File: src/rtl/flm_consts.vh
`ifndef FLM_CONSTS_VH
`define FLM_CONSTS_VH
`define FLM_ADDR_CTRL 4'h0
`define FLM_ADDR_DISP 4'h1
`define FLM_ADDR_SPEED 4'h2
`define FLM_ADDR_RAMP 4'h3
`define FLM_ADDR_STAT 4'h4
`define FLM_ADDR_IRQ_ST 4'h5
`define FLM_ADDR_IRQ_MSK 4'h6
`define FLM_ADDR_REFCNT 4'h7
`define FLM_ADDR_STATE 4'h8
`define FLM_CTRL_ENABLE 0
`define FLM_CTRL_UNLOCK_REQ 1
`define FLM_CTRL_FAST_SEL 2
`define FLM_CTRL_EDGE_LSB 3
`define FLM_CTRL_RST 32'h0000_000A
`define FLM_DISP_RST 31'h0000_2710
`define FLM_DISP_MAX 31'h4000_0000
`define FLM_SPEED_RST 13'h00C8
`define FLM_SPEED_MAX 13'h1770
`define FLM_RAMP_RST 10'h00A
`define FLM_MIN_RPM 13'h000A
`define FLM_EDGE_FALL0 3'h0
`define FLM_EDGE_RISE1 3'h1
`define FLM_EDGE_RISE2 3'h2
`define FLM_EDGE_FALL3 3'h3
`define FLM_EDGE_BOTH 3'h4
`define FLM_IRQ_DONE 0
`define FLM_IRQ_REJECT 1
`define FLM_IRQ_UNLOCK 2
`endif

File: src/rtl/flm_fixed_length_move.v
// Strobed register access and the placing of the registers are this design's own decisions.
`timescale 1ns/1ps
`include "flm_consts.vh"
// fixed-length interrupt move controller; the motion profile itself runs
// outside, this block arbitrates references and issues the fixed distance
// the block never generates pulses on its own: it hands a distance, a
// speed and a ramp to the profile and then only gates and counts what
// comes back, so the profile can be swapped without touching this logic
// all drive-state inputs are assumed to share core_clk; only the pins sync
module flm_fixed_length_move (
  // clock and reset
  input wire core_clk,
  input wire rst_n,
  // register port
  input wire [3:0] reg_addr,
  input wire [31:0] reg_wdata,
  input wire reg_wr,
  input wire reg_rd,
  output reg [31:0] reg_rdata_ff,
  // drive state, same clock domain
  input wire servo_on,
  input wire position_mode,
  input wire homing_active,
  input wire motor_dir,
  input wire [12:0] motor_speed_rpm,
  input wire inhibit_input_function,
  input wire unlock_input_function,
  // asynchronous pins
  input wire fast_trigger_input,
  input wire move_inhibit_input,
  input wire move_unlock_input,
  // ordinary position references from other sources
  input wire ext_ref_valid,
  input wire [15:0] ext_ref_pulses,
  // motion profile handshake
  output reg move_start_ff,
  output reg move_dir_ff,
  output reg [30:0] move_dist_ff,
  output reg [12:0] move_speed_ff,
  output reg [9:0] move_ramp_ff,
  input wire move_ref_valid,
  input wire [15:0] move_ref_pulses,
  input wire move_finished,
  // reference gating and filter
  output wire ref_accept,
  output wire filter_bypass,
  output reg [31:0] input_reference_counter_ff,
  // digital outputs and interrupt
  output reg move_done_output_ff,
  output reg positioning_done_output_ff,
  output wire irq
);

  // sequence states; the codes are visible in the status register, so
  // software that decodes them depends on these exact values
  // idle accepts references, run shields them, lock waits for unlock
  localparam ST_IDLE = 2'h0;
  localparam ST_RUN = 2'h1;
  localparam ST_LOCK = 2'h2;

  // settings; only the low six control bits exist, the rest read zero
  // so that later additions cannot change what old software sees
  reg [31:0] ctrl_ff;
  reg [30:0] disp_ff;
  reg [12:0] speed_ff;
  reg [9:0] ramp_ff;
  wire [2:0] irq_st;
  reg [2:0] irq_msk_ff;
  reg [1:0] state_ff;
  reg [1:0] nxt_state;
  reg [2:0] trig_sync_ff;
  reg [1:0] inh_sync_ff;
  reg [1:0] unl_sync_ff;
  reg trig_edge;
  reg trig_ok;
  reg [12:0] cruise;
  reg [2:0] ev;

  wire fly_move_enable = ctrl_ff[`FLM_CTRL_ENABLE];
  wire fly_move_unlock_required = ctrl_ff[`FLM_CTRL_UNLOCK_REQ];
  wire fast_input_function_select = ctrl_ff[`FLM_CTRL_FAST_SEL];
  wire [2:0] fast_input_edge_select = ctrl_ff[`FLM_CTRL_EDGE_LSB+2:
                                              `FLM_CTRL_EDGE_LSB];
  wire trig_q = trig_sync_ff[1];
  wire trig_q_d = trig_sync_ff[2];
  wire inhibit_valid = inhibit_input_function & inh_sync_ff[1];
  wire unlock_valid = unlock_input_function & unl_sync_ff[1];

  // one decoded write enable per register keeps the write process flat
  // and lets the sticky flags share the same decode as the settings
  wire wr_ctrl = reg_wr & (reg_addr == `FLM_ADDR_CTRL);
  wire wr_disp = reg_wr & (reg_addr == `FLM_ADDR_DISP);
  wire wr_speed = reg_wr & (reg_addr == `FLM_ADDR_SPEED);
  wire wr_ramp = reg_wr & (reg_addr == `FLM_ADDR_RAMP);
  wire wr_irq_st = reg_wr & (reg_addr == `FLM_ADDR_IRQ_ST);
  wire wr_irq_msk = reg_wr & (reg_addr == `FLM_ADDR_IRQ_MSK);

  // pins pass two flops; the third stage only feeds the edge detector
  // the stages reset low, matching the idle pin level, so no false
  // edge appears right after reset when the trigger pin rests low
  always @(posedge core_clk) begin
    if (!rst_n) begin
      trig_sync_ff <= 3'h0;
      inh_sync_ff <= 2'h0;
      unl_sync_ff <= 2'h0;
    end else begin
      trig_sync_ff <= {trig_sync_ff[1:0], fast_trigger_input};
      inh_sync_ff <= {inh_sync_ff[0], move_inhibit_input};
      unl_sync_ff <= {unl_sync_ff[0], move_unlock_input};
    end
  end

  // edge decode; level codes are treated as edges regardless
  // unused codes fall back to rising so a bad setting still gives one
  // start per edge instead of a start on every cycle of a level
  always @* begin
    case (fast_input_edge_select)
      `FLM_EDGE_FALL0, `FLM_EDGE_FALL3:
        trig_edge = trig_q_d & ~trig_q;
      `FLM_EDGE_RISE1, `FLM_EDGE_RISE2:
        trig_edge = ~trig_q_d & trig_q;
      `FLM_EDGE_BOTH:
        trig_edge = trig_q_d ^ trig_q;
      default:
        trig_edge = ~trig_q_d & trig_q;
    endcase
  end

  // cruise speed: zero means keep the prior speed if fast enough
  // the prior speed is sampled at the start, later changes are ignored
  always @* begin
    if (speed_ff == 13'h0000) begin
      cruise = motor_speed_rpm;
    end else begin
      cruise = speed_ff;
    end
  end

  // every start condition; a trigger while running never reaches idle logic
  // all terms are same-clock levels or synced pins, so a single cycle
  // decides and a start can never half-happen
  always @* begin
    trig_ok = trig_edge & fly_move_enable & fast_input_function_select
      & servo_on & position_mode
      & ~homing_active
      & (disp_ff != 31'h0000_0000)
      & ~inhibit_valid
      & ~((speed_ff == 13'h0000) & (motor_speed_rpm < `FLM_MIN_RPM));
  end

  // sequence: idle, run, optional lock
  // an unlock already present at the finish skips the lock entirely, so
  // a host holding the unlock pin gets back-to-back moves without a gap
  // clearing the unlock setting while locked also releases the lock
  always @* begin
    nxt_state = state_ff;
    case (state_ff)
      ST_IDLE: begin
        if (trig_ok) begin
          nxt_state = ST_RUN;
        end
      end
      ST_RUN: begin
        if (move_finished) begin
          if (fly_move_unlock_required && !unlock_valid) begin
            nxt_state = ST_LOCK;
          end else begin
            nxt_state = ST_IDLE;
          end
        end
      end
      ST_LOCK: begin
        if (unlock_valid || !fly_move_unlock_required) begin
          nxt_state = ST_IDLE;
        end
      end
      default: nxt_state = ST_IDLE;
    endcase
  end

  // other references only pass in idle; buffered ones are simply dropped
  // the gate is combinational so the reference source sees it change in
  // the very cycle the move starts, with no stray reference slipping in
  assign ref_accept = (state_ff == ST_IDLE);
  // the filter stays off for as long as the function is enabled, since a
  // filtered tail would otherwise smear into the fixed distance
  assign filter_bypass = fly_move_enable;
  // level interrupt, high while any unmasked sticky flag is set
  assign irq = |(irq_st & irq_msk_ff);

  // events for the sticky status
  // each event is a one-cycle pulse; the sticky flags below hold it
  always @* begin
    ev = 3'h0;
    ev[`FLM_IRQ_DONE] = (state_ff == ST_RUN) & move_finished;
    ev[`FLM_IRQ_REJECT] = (state_ff == ST_IDLE) & trig_edge & ~trig_ok;
    ev[`FLM_IRQ_UNLOCK] = (state_ff == ST_LOCK) & (nxt_state == ST_IDLE);
  end

  // state, move command and done outputs
  // the command fields are latched only at a start, so a setting changed
  // during a move applies to the next move, never to the running one
  // the done outputs stay high until the next start clears them
  always @(posedge core_clk) begin
    if (!rst_n) begin
      state_ff <= ST_IDLE;
      move_start_ff <= 1'b0;
      move_dir_ff <= 1'b0;
      move_dist_ff <= 31'h0000_0000;
      move_speed_ff <= 13'h0000;
      move_ramp_ff <= 10'h000;
      move_done_output_ff <= 1'b0;
      positioning_done_output_ff <= 1'b0;
    end else begin
      state_ff <= nxt_state;
      move_start_ff <= (state_ff == ST_IDLE) & trig_ok;
      if ((state_ff == ST_IDLE) && trig_ok) begin
        move_dir_ff <= motor_dir;
        move_dist_ff <= disp_ff;
        move_speed_ff <= cruise;
        move_ramp_ff <= ramp_ff;
        move_done_output_ff <= 1'b0;
        positioning_done_output_ff <= 1'b0;
      end else if (ev[`FLM_IRQ_DONE]) begin
        // both rise together, servo-on is not consulted
        move_done_output_ff <= 1'b1;
        positioning_done_output_ff <= 1'b1;
      end
    end
  end

  // reference counter: during the move only the move's own pulses
  // while locked nothing is counted; the counter simply wraps on overflow
  always @(posedge core_clk) begin
    if (!rst_n) begin
      input_reference_counter_ff <= 32'h0000_0000;
    end else if (state_ff == ST_RUN) begin
      if (move_ref_valid) begin
        input_reference_counter_ff <= input_reference_counter_ff
          + {16'h0000, move_ref_pulses};
      end
    end else if (ref_accept && ext_ref_valid) begin
      input_reference_counter_ff <= input_reference_counter_ff
        + {16'h0000, ext_ref_pulses};
    end
  end

  // register writes; displacement and speed clamp at their maxima
  // clamping rather than wrapping keeps an oversized value safe: the move
  // gets shorter or slower than asked, never a random short distance
  always @(posedge core_clk) begin
    if (!rst_n) begin
      ctrl_ff <= `FLM_CTRL_RST;
      disp_ff <= `FLM_DISP_RST;
      speed_ff <= `FLM_SPEED_RST;
      ramp_ff <= `FLM_RAMP_RST;
      irq_msk_ff <= 3'h0;
    end else begin
      // control bits above the defined six are dropped
      if (wr_ctrl) begin
        ctrl_ff <= {26'h0, reg_wdata[5:0]};
      end
      // displacement, zero is legal and blocks every start
      if (wr_disp) begin
        if (reg_wdata > {1'b0, `FLM_DISP_MAX}) begin
          disp_ff <= `FLM_DISP_MAX;
        end else begin
          disp_ff <= reg_wdata[30:0];
        end
      end
      // cruise speed, zero selects the prior motor speed
      if (wr_speed) begin
        if (reg_wdata > {19'h0, `FLM_SPEED_MAX}) begin
          speed_ff <= `FLM_SPEED_MAX;
        end else begin
          speed_ff <= reg_wdata[12:0];
        end
      end
      // ramp time, clamped at its largest setting
      if (wr_ramp) begin
        ramp_ff <= (reg_wdata > 32'h0000_03E8) ? 10'h3E8 : reg_wdata[9:0];
      end
      // interrupt mask, same layout as the sticky flags
      if (wr_irq_msk) begin
        irq_msk_ff <= reg_wdata[2:0];
      end
    end
  end

  // sticky event flags, one flop per bit; the event wins over a
  // write-one-to-clear in the same cycle, so software never loses an
  // event that arrived while it was clearing an older one
  genvar gi;
  generate
    for (gi = 0; gi < 3; gi = gi + 1) begin : g_sticky
      reg flag_ff;
      wire clr_hit = wr_irq_st & reg_wdata[gi];
      always @(posedge core_clk) begin
        if (!rst_n) begin
          flag_ff <= 1'b0;
        end else if (ev[gi]) begin
          flag_ff <= 1'b1;
        end else if (clr_hit) begin
          flag_ff <= 1'b0;
        end
      end
      assign irq_st[gi] = flag_ff;
    end
  endgenerate

  // read data one cycle after the strobe; unmapped reads as zero
  // the data return to zero between reads, so a stale value can never
  // be mistaken for a fresh answer by a master that samples late
  always @(posedge core_clk) begin
    if (!rst_n) begin
      reg_rdata_ff <= 32'h0000_0000;
    end else if (reg_rd) begin
      case (reg_addr)
        `FLM_ADDR_CTRL: reg_rdata_ff <= ctrl_ff;
        `FLM_ADDR_DISP: reg_rdata_ff <= {1'b0, disp_ff};
        `FLM_ADDR_SPEED: reg_rdata_ff <= {19'h0, speed_ff};
        `FLM_ADDR_RAMP: reg_rdata_ff <= {22'h0, ramp_ff};
        `FLM_ADDR_STAT: reg_rdata_ff <= {26'h0, inhibit_valid,
          unlock_valid, positioning_done_output_ff,
          move_done_output_ff, state_ff};
        `FLM_ADDR_IRQ_ST: reg_rdata_ff <= {29'h0, irq_st};
        `FLM_ADDR_IRQ_MSK: reg_rdata_ff <= {29'h0, irq_msk_ff};
        `FLM_ADDR_REFCNT: reg_rdata_ff <= input_reference_counter_ff;
        default: reg_rdata_ff <= 32'h0000_0000;
      endcase
    end else begin
      reg_rdata_ff <= 32'h0000_0000;
    end
  end

endmodule // flm_fixed_length_move

File: config.mk
export PLATFORM = sky130hd
export DESIGN_NAME = flm_fixed_length_move
export DESIGN_NICKNAME = d
export VERILOG_FILES = /design/src/rtl/flm_fixed_length_move.v
export VERILOG_INCLUDE_DIRS = /design/src /design/src/rtl
export SDC_FILE = /design/constraint.sdc
export NUM_CORES = 1
export LEC_CHECK = 0
export BUFFER_PORTS_ARGS = -buffer_cell sky130_fd_sc_hd__buf_2
export CORE_UTILIZATION = 40
export DETAILED_ROUTE_END_ITERATION = 10
export PLACE_DENSITY = 0.65
export REMOVE_ABC_BUFFERS = 1
export SLEW_MARGIN = 20
export SYNTH_ARGS = -nofsm -noshare
export SYNTH_HDL_FRONTEND = slang
export SYNTH_SLANG_ARGS = --single-unit
File: constraint.sdc
create_clock -name core_clk -period 4.7 [get_ports core_clk]
set_input_delay 0.235 -clock core_clk [delete_from_list [all_inputs] [get_ports core_clk]]
set_output_delay 0.235 -clock core_clk [all_outputs]
set_load 0.05 [all_outputs]
==> metrics.txt, run 1 <==
Post-DP HPWL 20500 um; CTS tree done; setup ws final 1.14 ns; Finished Core Util 0.496; final WL 28100 um; CP Data Arrival Time 3.85 ns; Clock Power Share 0.395; RSZ-0062 raised after global routing no; Post-Syn Area 8910 um^2; sw frac 0.288; pre-CTS WS 1.15 ns; Internal Power 0.00265 W; clock root buffer master clkbuf_16; Reg clk slew, reported paths 0.08 ns; final hold vios 0; die height 151 um; Layout Nets 1324; synth warn 0; Initial Util 0.408; Hold Buf Count CTS 1; Cell Rows 54; sequential fraction of the synthesis area 0.441; First DRT Iteration DRCs 714; TritonCTS Buffers 17; switching power 0.00107 W; Area growth syn-to-layout 21.4%; sequential power share 0.467; met3 wire length 2210 um; via count of the first global-routing pass 7610; Post-synth EDFFs 0; CP endpoint kind register; ys flop type dfxtp_1; Slew HR 0.339; Clock Sinks 196; Worst Tran Pin Value 0.989 ns; Startpoint Class register; Post-Place Cells 1466; critical path class reg -> reg; number of port buffers 221; worst hold slack 0.0308 ns; R2R depth 12; R2R setup slack 1.14 ns; Setup TNS 0 ns; highest metal layer with signal wires met5; mean area per synthesized cell 8.72 um^2; Pleak 4.34 nW; GP Congestion 0.912; Hold Path End move_dir_ff; layout cell share with drive strength beyond 1 0.251; worst hold path class in -> reg; met2 WL 12900 um; endpoints failing setup 0; RR Startpoint state_ff[1]; asr flop ratio synth 0; # DRC 0; pin count of the biggest net entering global routing 57; Post-DRT Antenna Nets 0; Hold Path Cell Cnt 3; Max H-tree Level 4; Crit Path Max Fanout 18; Clock Path Buffers 2; Seq cells post-synth 196; initial antenna violation count 1; hold path start motor_dir; met1 WL 12600 um; Final Max Slew Viols 0; CP startpoint state_ff[1]; # diodes 0; first-pass iteration count of the detailed router 6; Max-Cap Viols 0; Die X 151 um; vias after detailed routing 8362; part of the power in combinational logic 0.138; Post-CTS Resized 0; CP Data Required Time 4.99 ns; fmax 281 MHz; clk_skew 0.0132 ns; CORE AREA 21800 um^2; Power Density 344 nW/um^2; first-pass GRT wire length 43000 um; Final Instance Count excl. Fillers 1501; final period utilization 0.757; GRT Overall Usage 0.247; Cells after Synth 1022; Setup Buffers After CTS 0; WL/cell 18.7 um; top-level I/O count 222; Period minus WS final 3.56 ns; gr ovfl total 0; RR Endpoint input_reference_counter_ff[24]; maximum vdd drop 0.228 mV; Cell variety after synth 69; mean number of vias per cell 5.57; Clk Latency, worst-skew pair 0.44 ns; outcome completed; die area 22900 um^2
[routing by layer]
metal	global-route usage	vias to the layer above
met5	0	-
met1	0.335	3904
met2	0.388	347
met4	0.0670	2
li1	-	4077
met3	0.0620	32
[power groups by stage]
stage                     registers, W  clock network (W)  logic, W
after floorplan                0.00183                  0  0.000270
after global placement         0.00178                  0  0.000505
after detailed placement       0.00178                  0  0.000508
after CTS                      0.00174            0.00150  0.000511
after global routing           0.00174            0.00158  0.000560
final                          0.00174            0.00147  0.000515
[cell usage after synthesis, types with 7 or more instances]
cell type  instances  area, um^2
and4_1             8        70.1
o21ai_1           10        50.1
a21oi_1           91         455
mux2i_1           58         581
xnor2_1            9        78.8
clkbuf_1          50         188
nand3_1           28         140
ha_1              18         225
inv_1             14        52.6
and2_1            13        81.3
nor3_1            14        70.1
o221a_2           10         113
nor2_1           120         450
buf_2             12        60.1
a211oi_1          28         210
mux2_2            16         180
nor4_1            19         119
a22oi_1           37         278
o21ai_0           22         110
nand4_1           10        62.6
a31oi_1            7        43.8
nand2_1          123         462
dfxtp_1          196        3920
[kinds of logic (layout without fill, tap and decap cells)]
| kind of cell | after synthesis | count (layout) | share of synthesized area |
|---|---|---|---|
| AO/OA/AOI/OAI | 261 | 261 | 0.200 |
| XOR/XNOR | 13 | 13 | 0.0128 |
| adder cells (fa/ha/maj) | 19 | 19 | 0.0275 |
| multiplexers | 75 | 75 | 0.0879 |
| buffers and inverters | 84 | 283 | 0.0379 |
| AND/OR/NAND/NOR | 374 | 374 | 0.193 |
| flip-flops | 196 | 196 | 0.441 |
[layout make-up]
class,count,area [um^2]
Clock inverter,13,143
Fill cell,2088,11000
Sequential cell,196,3920
Multi-Input combinational cell,742,4660
Clock buffer,19,453
Timing Repair Buffer,237,1230
Tap cell,280,350
Inverter,14,53.8
[flip-flops by register name (all words and copies together) (netlist names), 3 cells and up]
name,flops
g_sticky.flag_ff,3
move_dist_ff,31
irq_msk_ff,3
reg_rdata_ff,32
disp_ff,31
ramp_ff,10
input_reference_counter_ff,32
trig_sync_ff,3
move_speed_ff,13
ctrl_ff,6
speed_ff,13
move_ramp_ff,10
[worst max-delay path, stage by stage, from the launching register on]
cell and delay (ns):
dfxtp_1 0.44, inv_1 0.08, nand2_1 0.06, buf_4 0.25, mux2_2 0.37, ha_1 0.22
fa_1 0.41, a21o_1 0.21, a221oi_4 0.33, o31ai_4 0.16, a2111oi_4 0.60, or4_1 0.20
a21oi_1 0.06
[layout by cell type, fill, tap and decap left out, types with 10 or more instances in the layout]
| cell | netlist | layout |
|---|---|---|
| o21ai_1 | 10 | 10 |
| o221a_2 | 10 | 10 |
| mux2_2 | 16 | 16 |
| a211oi_1 | 28 | 28 |
| o21ai_0 | 22 | 22 |
| nor3_1 | 14 | 13 |
| inv_1 | 14 | 13 |
| nand4_1 | 10 | 10 |
| buf_4 | 2 | 13 |
| buf_2 | 12 | 221 |
| a21oi_1 | 91 | 91 |
| and2_1 | 13 | 13 |
| ha_1 | 18 | 18 |
| clkbuf_16 | 0 | 17 |
| mux2i_1 | 58 | 58 |
| nand3_1 | 28 | 28 |
| nor4_1 | 19 | 18 |
| a22oi_1 | 37 | 37 |
| nor2_1 | 120 | 120 |
| dfxtp_1 | 196 | 196 |
| nand2_1 | 123 | 123 |
[worst max-delay path by stage]
stage	to	depth (start not counted)	slack, ns
after floorplan	move_dir_ff	5	-5.18
after global placement	input_reference_counter_ff[20]	12	1.29
after detailed placement	input_reference_counter_ff[24]	12	1.15
after CTS	input_reference_counter_ff[24]	12	1.15
after global routing	input_reference_counter_ff[18]	12	0.88
final	input_reference_counter_ff[24]	12	1.14
[per-stage QoR]
step,power [W],area [um^2]
2_1_floorplan,0.00210,8620
3_3_place_gp,0.00228,10200
3_5_place_dp,0.00228,10200
4_1_cts,0.00374,10800
5_1_grt,0.00388,10800
6_report,0.00372,10800
No activity file was read; power rests on OpenSTA's default activity.
==> inputs of run 2 (changes only) <==
--- a/config.mk
+++ b/config.mk
@@ -6,10 +6,11 @@
 export SDC_FILE = /design/constraint.sdc
 export NUM_CORES = 1
 export LEC_CHECK = 0
+export ABC_AREA = 1
 export BUFFER_PORTS_ARGS = -buffer_cell sky130_fd_sc_hd__buf_2
 export CORE_UTILIZATION = 40
 export DETAILED_ROUTE_END_ITERATION = 10
-export PLACE_DENSITY = 0.65
+export PLACE_DENSITY = 0.64
 export REMOVE_ABC_BUFFERS = 1
 export SLEW_MARGIN = 20
 export SYNTH_ARGS = -nofsm -noshare
==> constraint.sdc (replaced) <==
create_clock -name core_clk -period 3.3 [get_ports core_clk]
set_input_delay 0.165 -clock core_clk [delete_from_list [all_inputs] [get_ports core_clk]]
set_output_delay 0.165 -clock core_clk [all_outputs]
set_load 0.05 [all_outputs]
==> run 2 against run 1 <==
Sequential share of layout area down 3.7 points. Non-clock buffer count is 20 higher. Sequential power rose by 42%. Clock skew is 0.0034 ns higher. Count of clock-buffer cells in the layout shrank 1. Global-route usage is 1.3 points higher. First-iteration DRC count is 38% higher. Power up 43%. Final area rose by 11%. Critical path type unchanged. Highest routed layer is now met4.
==> metrics.txt, run 2 <==
final hold vios 0 (unchanged); outcome completed; Seq cells post-synth 196 (unchanged); Yosys top cell by area dfxtp_1; Area growth syn-to-layout 20.4%; Max H-tree Level 4 (unchanged); Post-DP HPWL 24000 um (+17%); synth cell count leaders 425 x nand2_1, 196 x dfxtp_1, 162 x inv_1; pin count of the biggest net entering global routing 177 (+210%); Clk Latency, worst-skew pair 0.45 ns (about the same); Final Max Slew Viols 0 (unchanged); Max-Cap Viols 0 (unchanged); mean number of vias per cell 5.23 (-6.1%); layout cell share with drive strength beyond 1 0.187 (-0.0645); critical path class reg -> reg; most common cell after layout, fill and taps aside nand2_1; die area 25600 um^2 (+12%); die height 160 um (+5.8%); Cell variety after synth 46 (-33%); clk_skew 0.0166 ns (+0.00335 ns); Clock Sinks 196 (unchanged); First DRT Iteration DRCs 984 (+38%); top flop regs input_reference_counter_ff x32, reg_rdata_ff x32; Pleak 5.86 nW (+35%); top-level I/O count 222 (unchanged); Clock Path Buffers 2 (unchanged); Post-synth EDFFs 0 (unchanged); final period utilization 0.827 (+0.0702); setup ws final 0.571 ns (-0.572 ns); gr ovfl total 0 (unchanged); TritonCTS Buffers 17 (unchanged); Slew HR 0.442 (+0.103); initial antenna violation count 1 (unchanged); endpoints failing setup 0 (unchanged); mean area per synthesized cell 6.83 um^2 (-22%); Worst Tran Pin Value 0.837 ns (-0.152 ns); vias after detailed routing 10486 (+25%); critical-path cell list inv_2, nor2_4, inv_1, nand2_1, nand2_1, ha_1, fa_1, nand2_1, nand3_1, nand3_1, nand2_1, nand2_1, nand2_1, nand3_1, nand2_1, nand2_1, nor2_1; pre-CTS WS 0.587 ns (-0.566 ns); Power Density 442 nW/um^2 (+29%); Synth area leaders dfxtp_1 39%, nand2_1 16%, inv_1 6.1%, nand3_1 5.4%, a21oi_1 5.0%; Die X 160 um (+5.8%); number of port buffers 221 (unchanged); final WL 33600 um (+19%); Crit Path Max Fanout 17 (-1); asr flop ratio synth 0 (unchanged); ys flop type dfxtp_1; synth warn 0 (unchanged); most frequent CP cell nand2_1; first-pass GRT wire length 52200 um (+22%); CORE AREA 24400 um^2 (+12%); clock root buffer master clkbuf_16; Cells after Synth 1463 (+43%); Period minus WS final 2.73 ns (-0.828 ns); maximum vdd drop 0.316 mV (+39%); GP Congestion 0.887 (-2.7%); most frequent cell after synthesis nand2_1; Cell Rows 57 (+5.6%); first-pass iteration count of the detailed router 7 (+1); Initial Util 0.410 (+0.00146); total power 0.00532 W (+43%); Post-DRT Antenna Nets 0 (unchanged); Crit-path slowest cell fa_1; RSZ-0062 raised after global routing no; Startpoint Class register; placed instance area 11200 um^2 (+9.9%); sequential fraction of the synthesis area 0.393 (-0.0478); worst hold path class in -> reg; Post-CTS Resized 0 (unchanged); Post-Syn Area 9990 um^2 (+12%); Final Instance Count excl. Fillers 2005 (+34%); CTS tree done; Synth top area share 0.393 (-0.0478); crit-path max cell delay 0.44 ns (-0.16 ns); Finished Core Util 0.493 (-0.00231); CP Data Arrival Time 3.08 ns (-0.77 ns); # DRC 0 (unchanged); WL/cell 16.7 um (-11%); via count of the first global-routing pass 9414 (+24%); CP endpoint kind register; GRT Overall Usage 0.260 (+0.0132); most frequent cells in the layout 425 x nand2_1, 220 x buf_2, 196 x dfxtp_1; Hold Buf Count CTS 25 (+24); Setup Buffers After CTS 0 (unchanged); CP Data Required Time 3.65 ns (-1.34 ns); Post-Place Cells 1947 (+33%); Layout Nets 1783 (+35%); Reg clk slew, reported paths 0.08 ns (about the same); fmax 366 MHz (+30%); post-layout instance area 12000 um^2 (+11%)
## run 2: cell count changes after synthesis, moves of 49 or more
cell / before / now
nand4_1: 10 / 68
nand2_1: 123 / 425
nand3_1: 28 / 108
o21ai_0: 22 / 71
inv_1: 14 / 162
mux2i_1: 58 / 0
## run 2: kinds of logic after synthesis
kind of cell / share of synthesized area
AND/OR/NAND/NOR: 0.348
buffers and inverters: 0.105
AO/OA/AOI/OAI: 0.123
flip-flops: 0.393
adder cells (fa/ha/maj): 0.0245
XOR/XNOR: 0.00614
## run 2: final cells by class
type | count | area [um^2]
Clock inverter | 14 | 141
Inverter | 169 | 634
Timing Repair Buffer | 257 | 1460
Antenna cell | 1 | 2.50
Sequential cell | 196 | 3920
Multi-Input combinational cell | 1026 | 5030
Fill cell | 2549 | 12400
Tap cell | 324 | 405
Clock buffer | 18 | 439
## run 2: power by group
group | switching (W) | leakage [nW] | internal, W
combinational | 0.000509 | 4.00 | 0.000238
sequential | 0.0000564 | 1.59 | 0.00241
clock | 0.00102 | 0.278 | 0.00109
total | 0.00158 | 5.86 | 0.00373
## run 2: worst paths after layout
kind                   from                              to  slack, ns  depth (start not counted)
max             state_ff[0]  input_reference_counter_ff[20]       0.57                         17
min           reg_wdata[20]                     disp_ff[20]       0.01                          3
max reg2reg     state_ff[0]  input_reference_counter_ff[20]       0.57                         17
min reg2reg  unl_sync_ff[0]                  unl_sync_ff[1]       0.42                          2
## run 2: worst max-delay path, delay by kind of cell, from the launching register on
kind                     cells  cell delay, ns
adder cells (fa/ha/maj)      2            0.66
flip-flops                   1            0.41
buffers and inverters        2            0.35
AND/OR/NAND/NOR             13            1.21
## run 2: per-stage QoR
| stage | TNS (ns) | hold slack, ns |
|---|---|---|
| finish | 0 | 0.0141 |
| global route | 0 | 0.0128 |
| global placement | 0 | 0.350 |
| CTS | 0 | 0.000117 |
| detailed placement | 0 | 0.362 |
| floorplan | -0.110 | 0.234 |
## run 2: layer usage
metal  GRT usage  routed length [um]  vias up
met4      0.0818                 597        0
met2       0.405               15100      453
met3      0.0566                2910       45
met5           0                   0        -
li1            -                   -     5185
met1       0.358               15000     4803
==> inputs of run 3 (changes only) <==
==> constraint.sdc (replaced) <==
create_clock -name core_clk -period 2.8 [get_ports core_clk]
set_input_delay 0.14 -clock core_clk [delete_from_list [all_inputs] [get_ports core_clk]]
set_output_delay 0.14 -clock core_clk [all_outputs]
set_load 0.05 [all_outputs]
==> run 3 against run 2 <==
Critical endpoint unchanged. Flip-flop and latch count did not move. Clock skew fell by 0.0040 ns. Largest cell class unchanged. Critical path depth rose by 1. Largest power group unchanged.
==> metrics.txt, run 3 (synthesis gave the netlist of run 2 again) <==
outcome completed; top flop regs input_reference_counter_ff x32, reg_rdata_ff x32; # DRC 0 (unchanged); first-pass GRT wire length 50800 um (-2.8%); multi-input logic area 5040 um^2 (+0.27%); final WL 32500 um (-3.2%); via count of the first global-routing pass 9338 (-0.81%); Cell Rows 57 (unchanged); R2R setup slack 0.18 ns (-0.39 ns); Period minus WS final 2.62 ns (-0.109 ns); CP Data Arrival Time 2.96 ns (-0.12 ns); die height 160 um (unchanged); endpoints failing setup 0 (unchanged); GP Congestion 0.939 (+5.8%); clock root buffer master clkbuf_16; clk_skew 0.0125 ns (-0.00403 ns); pre-CTS WS 0.104 ns (-0.483 ns); Worst Tran Pin Value 0.704 ns (-0.133 ns); gr ovfl total 0 (unchanged); Post-DP HPWL 24000 um (about the same); Die X 160 um (unchanged); Pleak 5.95 nW (+1.4%); Layout Nets 1794 (+0.62%); Slew HR 0.530 (+0.0885); Setup TNS 0 ns (unchanged); # diodes 0 (-1); highest metal layer with signal wires met4; Reg area 3920 um^2 (unchanged); First DRT Iteration DRCs 929 (-5.6%); Reg clk slew, reported paths 0.07 ns (about the same); top-level I/O count 222 (unchanged); first-pass iteration count of the detailed router 5 (-2); FILL cells 2528 (-0.82%); CTS tree done; hold path start reg_wdata[9]; TritonCTS Buffers 17 (unchanged); Area growth syn-to-layout 22.3%; CP Capture Point input_reference_counter_ff[20]; WL/cell 16.1 um (-3.7%); met2 WL 14500 um (-3.6%); met3 wire length 2700 um (-7.3%); vias after detailed routing 10322 (-1.6%); CORE AREA 24400 um^2 (unchanged); CP Data Required Time 3.14 ns (-0.51 ns); Clk Latency, worst-skew pair 0.44 ns (about the same); setup ws final 0.181 ns (-0.391 ns); Max-Cap Viols 0 (unchanged); Initial Util 0.410 (unchanged); CP startpoint state_ff[0]; final hold vios 0 (unchanged); pin count of the biggest net entering global routing 94 (-47%); Post-DRT Antenna Nets 0 (unchanged); met1 WL 14700 um (-1.7%); Power Density 524 nW/um^2 (+19%); worst hold path class in -> reg; R2R depth 18 (+1); most frequent cells in the layout 425 x nand2_1, 220 x buf_2, 196 x dfxtp_1; final period utilization 0.936 (+0.109); critical path class reg -> reg; maximum vdd drop 0.415 mV (+31%); RR Startpoint state_ff[0]; Startpoint Class register; most common cell after layout, fill and taps aside nand2_1; Max H-tree Level 4 (unchanged); mean number of vias per cell 5.12 (-2.1%); initial antenna violation count 0 (-1); layout cell share with drive strength beyond 1 0.191 (+0.00411); fmax 382 MHz (+4.2%); Clock Sinks 196 (unchanged); number of port buffers 221 (unchanged); RR Endpoint input_reference_counter_ff[20]; CP endpoint kind register; die area 25600 um^2 (unchanged); Final Max Slew Viols 0 (unchanged); Clock Path Buffers 2 (unchanged); Crit Path Max Fanout 17 (unchanged); GRT Overall Usage 0.253 (-0.00741)
==> run 3: changes by cell type in the layout (fill, tap and decap cells not counted), sizes merged <==
| cell | change |
|---|---|
| buf | +5 |
| inv | -3 |
| diode | -1 |
| bufinv | +2 |
| dlygate4sd3 | +6 |
| clkinv | +1 |
==> run 3: power breakdown <==
group          total [W]  internal (W)  switching (W)
Clock            0.00261       0.00144        0.00117
Combinational   0.000890      0.000291       0.000599
Sequential       0.00291       0.00284      0.0000661
==> run 3: how the worst min path moves through the flow <==
stage | cells past startpoint | to | slack (ns)
after global placement | 3 | inh_sync_ff[0] | 0.32
after global routing | 3 | disp_ff[9] | 0.04
final | 3 | disp_ff[9] | 0.02
after CTS | 3 | disp_ff[9] | 0.006
after floorplan | 1 | speed_ff[6] | 0.21
after detailed placement | 3 | trig_sync_ff[0] | 0.33
==> run 3: final cells by class <==
cell class / count / area share
clock buffers: 18 / 0.0351
flip-flops and latches: 196 / 0.321
well taps: 324 / 0.0332
multi-input cells: 1026 / 0.413
repair buffers: 268 / 0.130
inverters: 169 / 0.0522
clock inverters: 14 / 0.0157
==> run 3: repair_timing <==
action	in CTS	in global routing
hold buffers	31	0
gates resized for setup	0	5
endpoints found under the hold margin	33	0
setup endpoints to repair	0	20
setup buffers	0	1
==> run 3: critical path, cell delays in order, from the launching register on <==
cell and delay (ns):
dfxtp_1 0.41, inv_2 0.08, nor2_4 0.11, clkinvlp_4 0.11
buf_12 0.15, nand2_1 0.06, nand2_1 0.05, ha_1 0.22
fa_1 0.43, nand2_1 0.08, nand3_1 0.10, nand3_1 0.12
nand2_1 0.10, nand2_1 0.07, nand2_1 0.15, nand3_1 0.13
nand2_1 0.06, nand2_1 0.05, nor2_1 0.04
==> run 3: layer usage <==
metal | GRT usage | vias up
met4 | 0.0619 | 0
met1 | 0.348 | 4655
met5 | 0 | -
met3 | 0.0668 | 36
met2 | 0.392 | 415
li1 | - | 5216
==> run 3: through the flow <==
step	hold WS (ns)	utilization	total power [W]	area, um^2	std cells
finish	0.0242	0.501	0.00640	12200	2015
global route	0.0379	0.501	0.00667	12200	2015
CTS	0.00627	0.500	0.00643	12200	2014
detailed placement	0.331	0.461	0.00381	11300	1951
global placement	0.324	0.461	0.00381	11300	1951
floorplan	0.209	-	0.00347	9570	1391
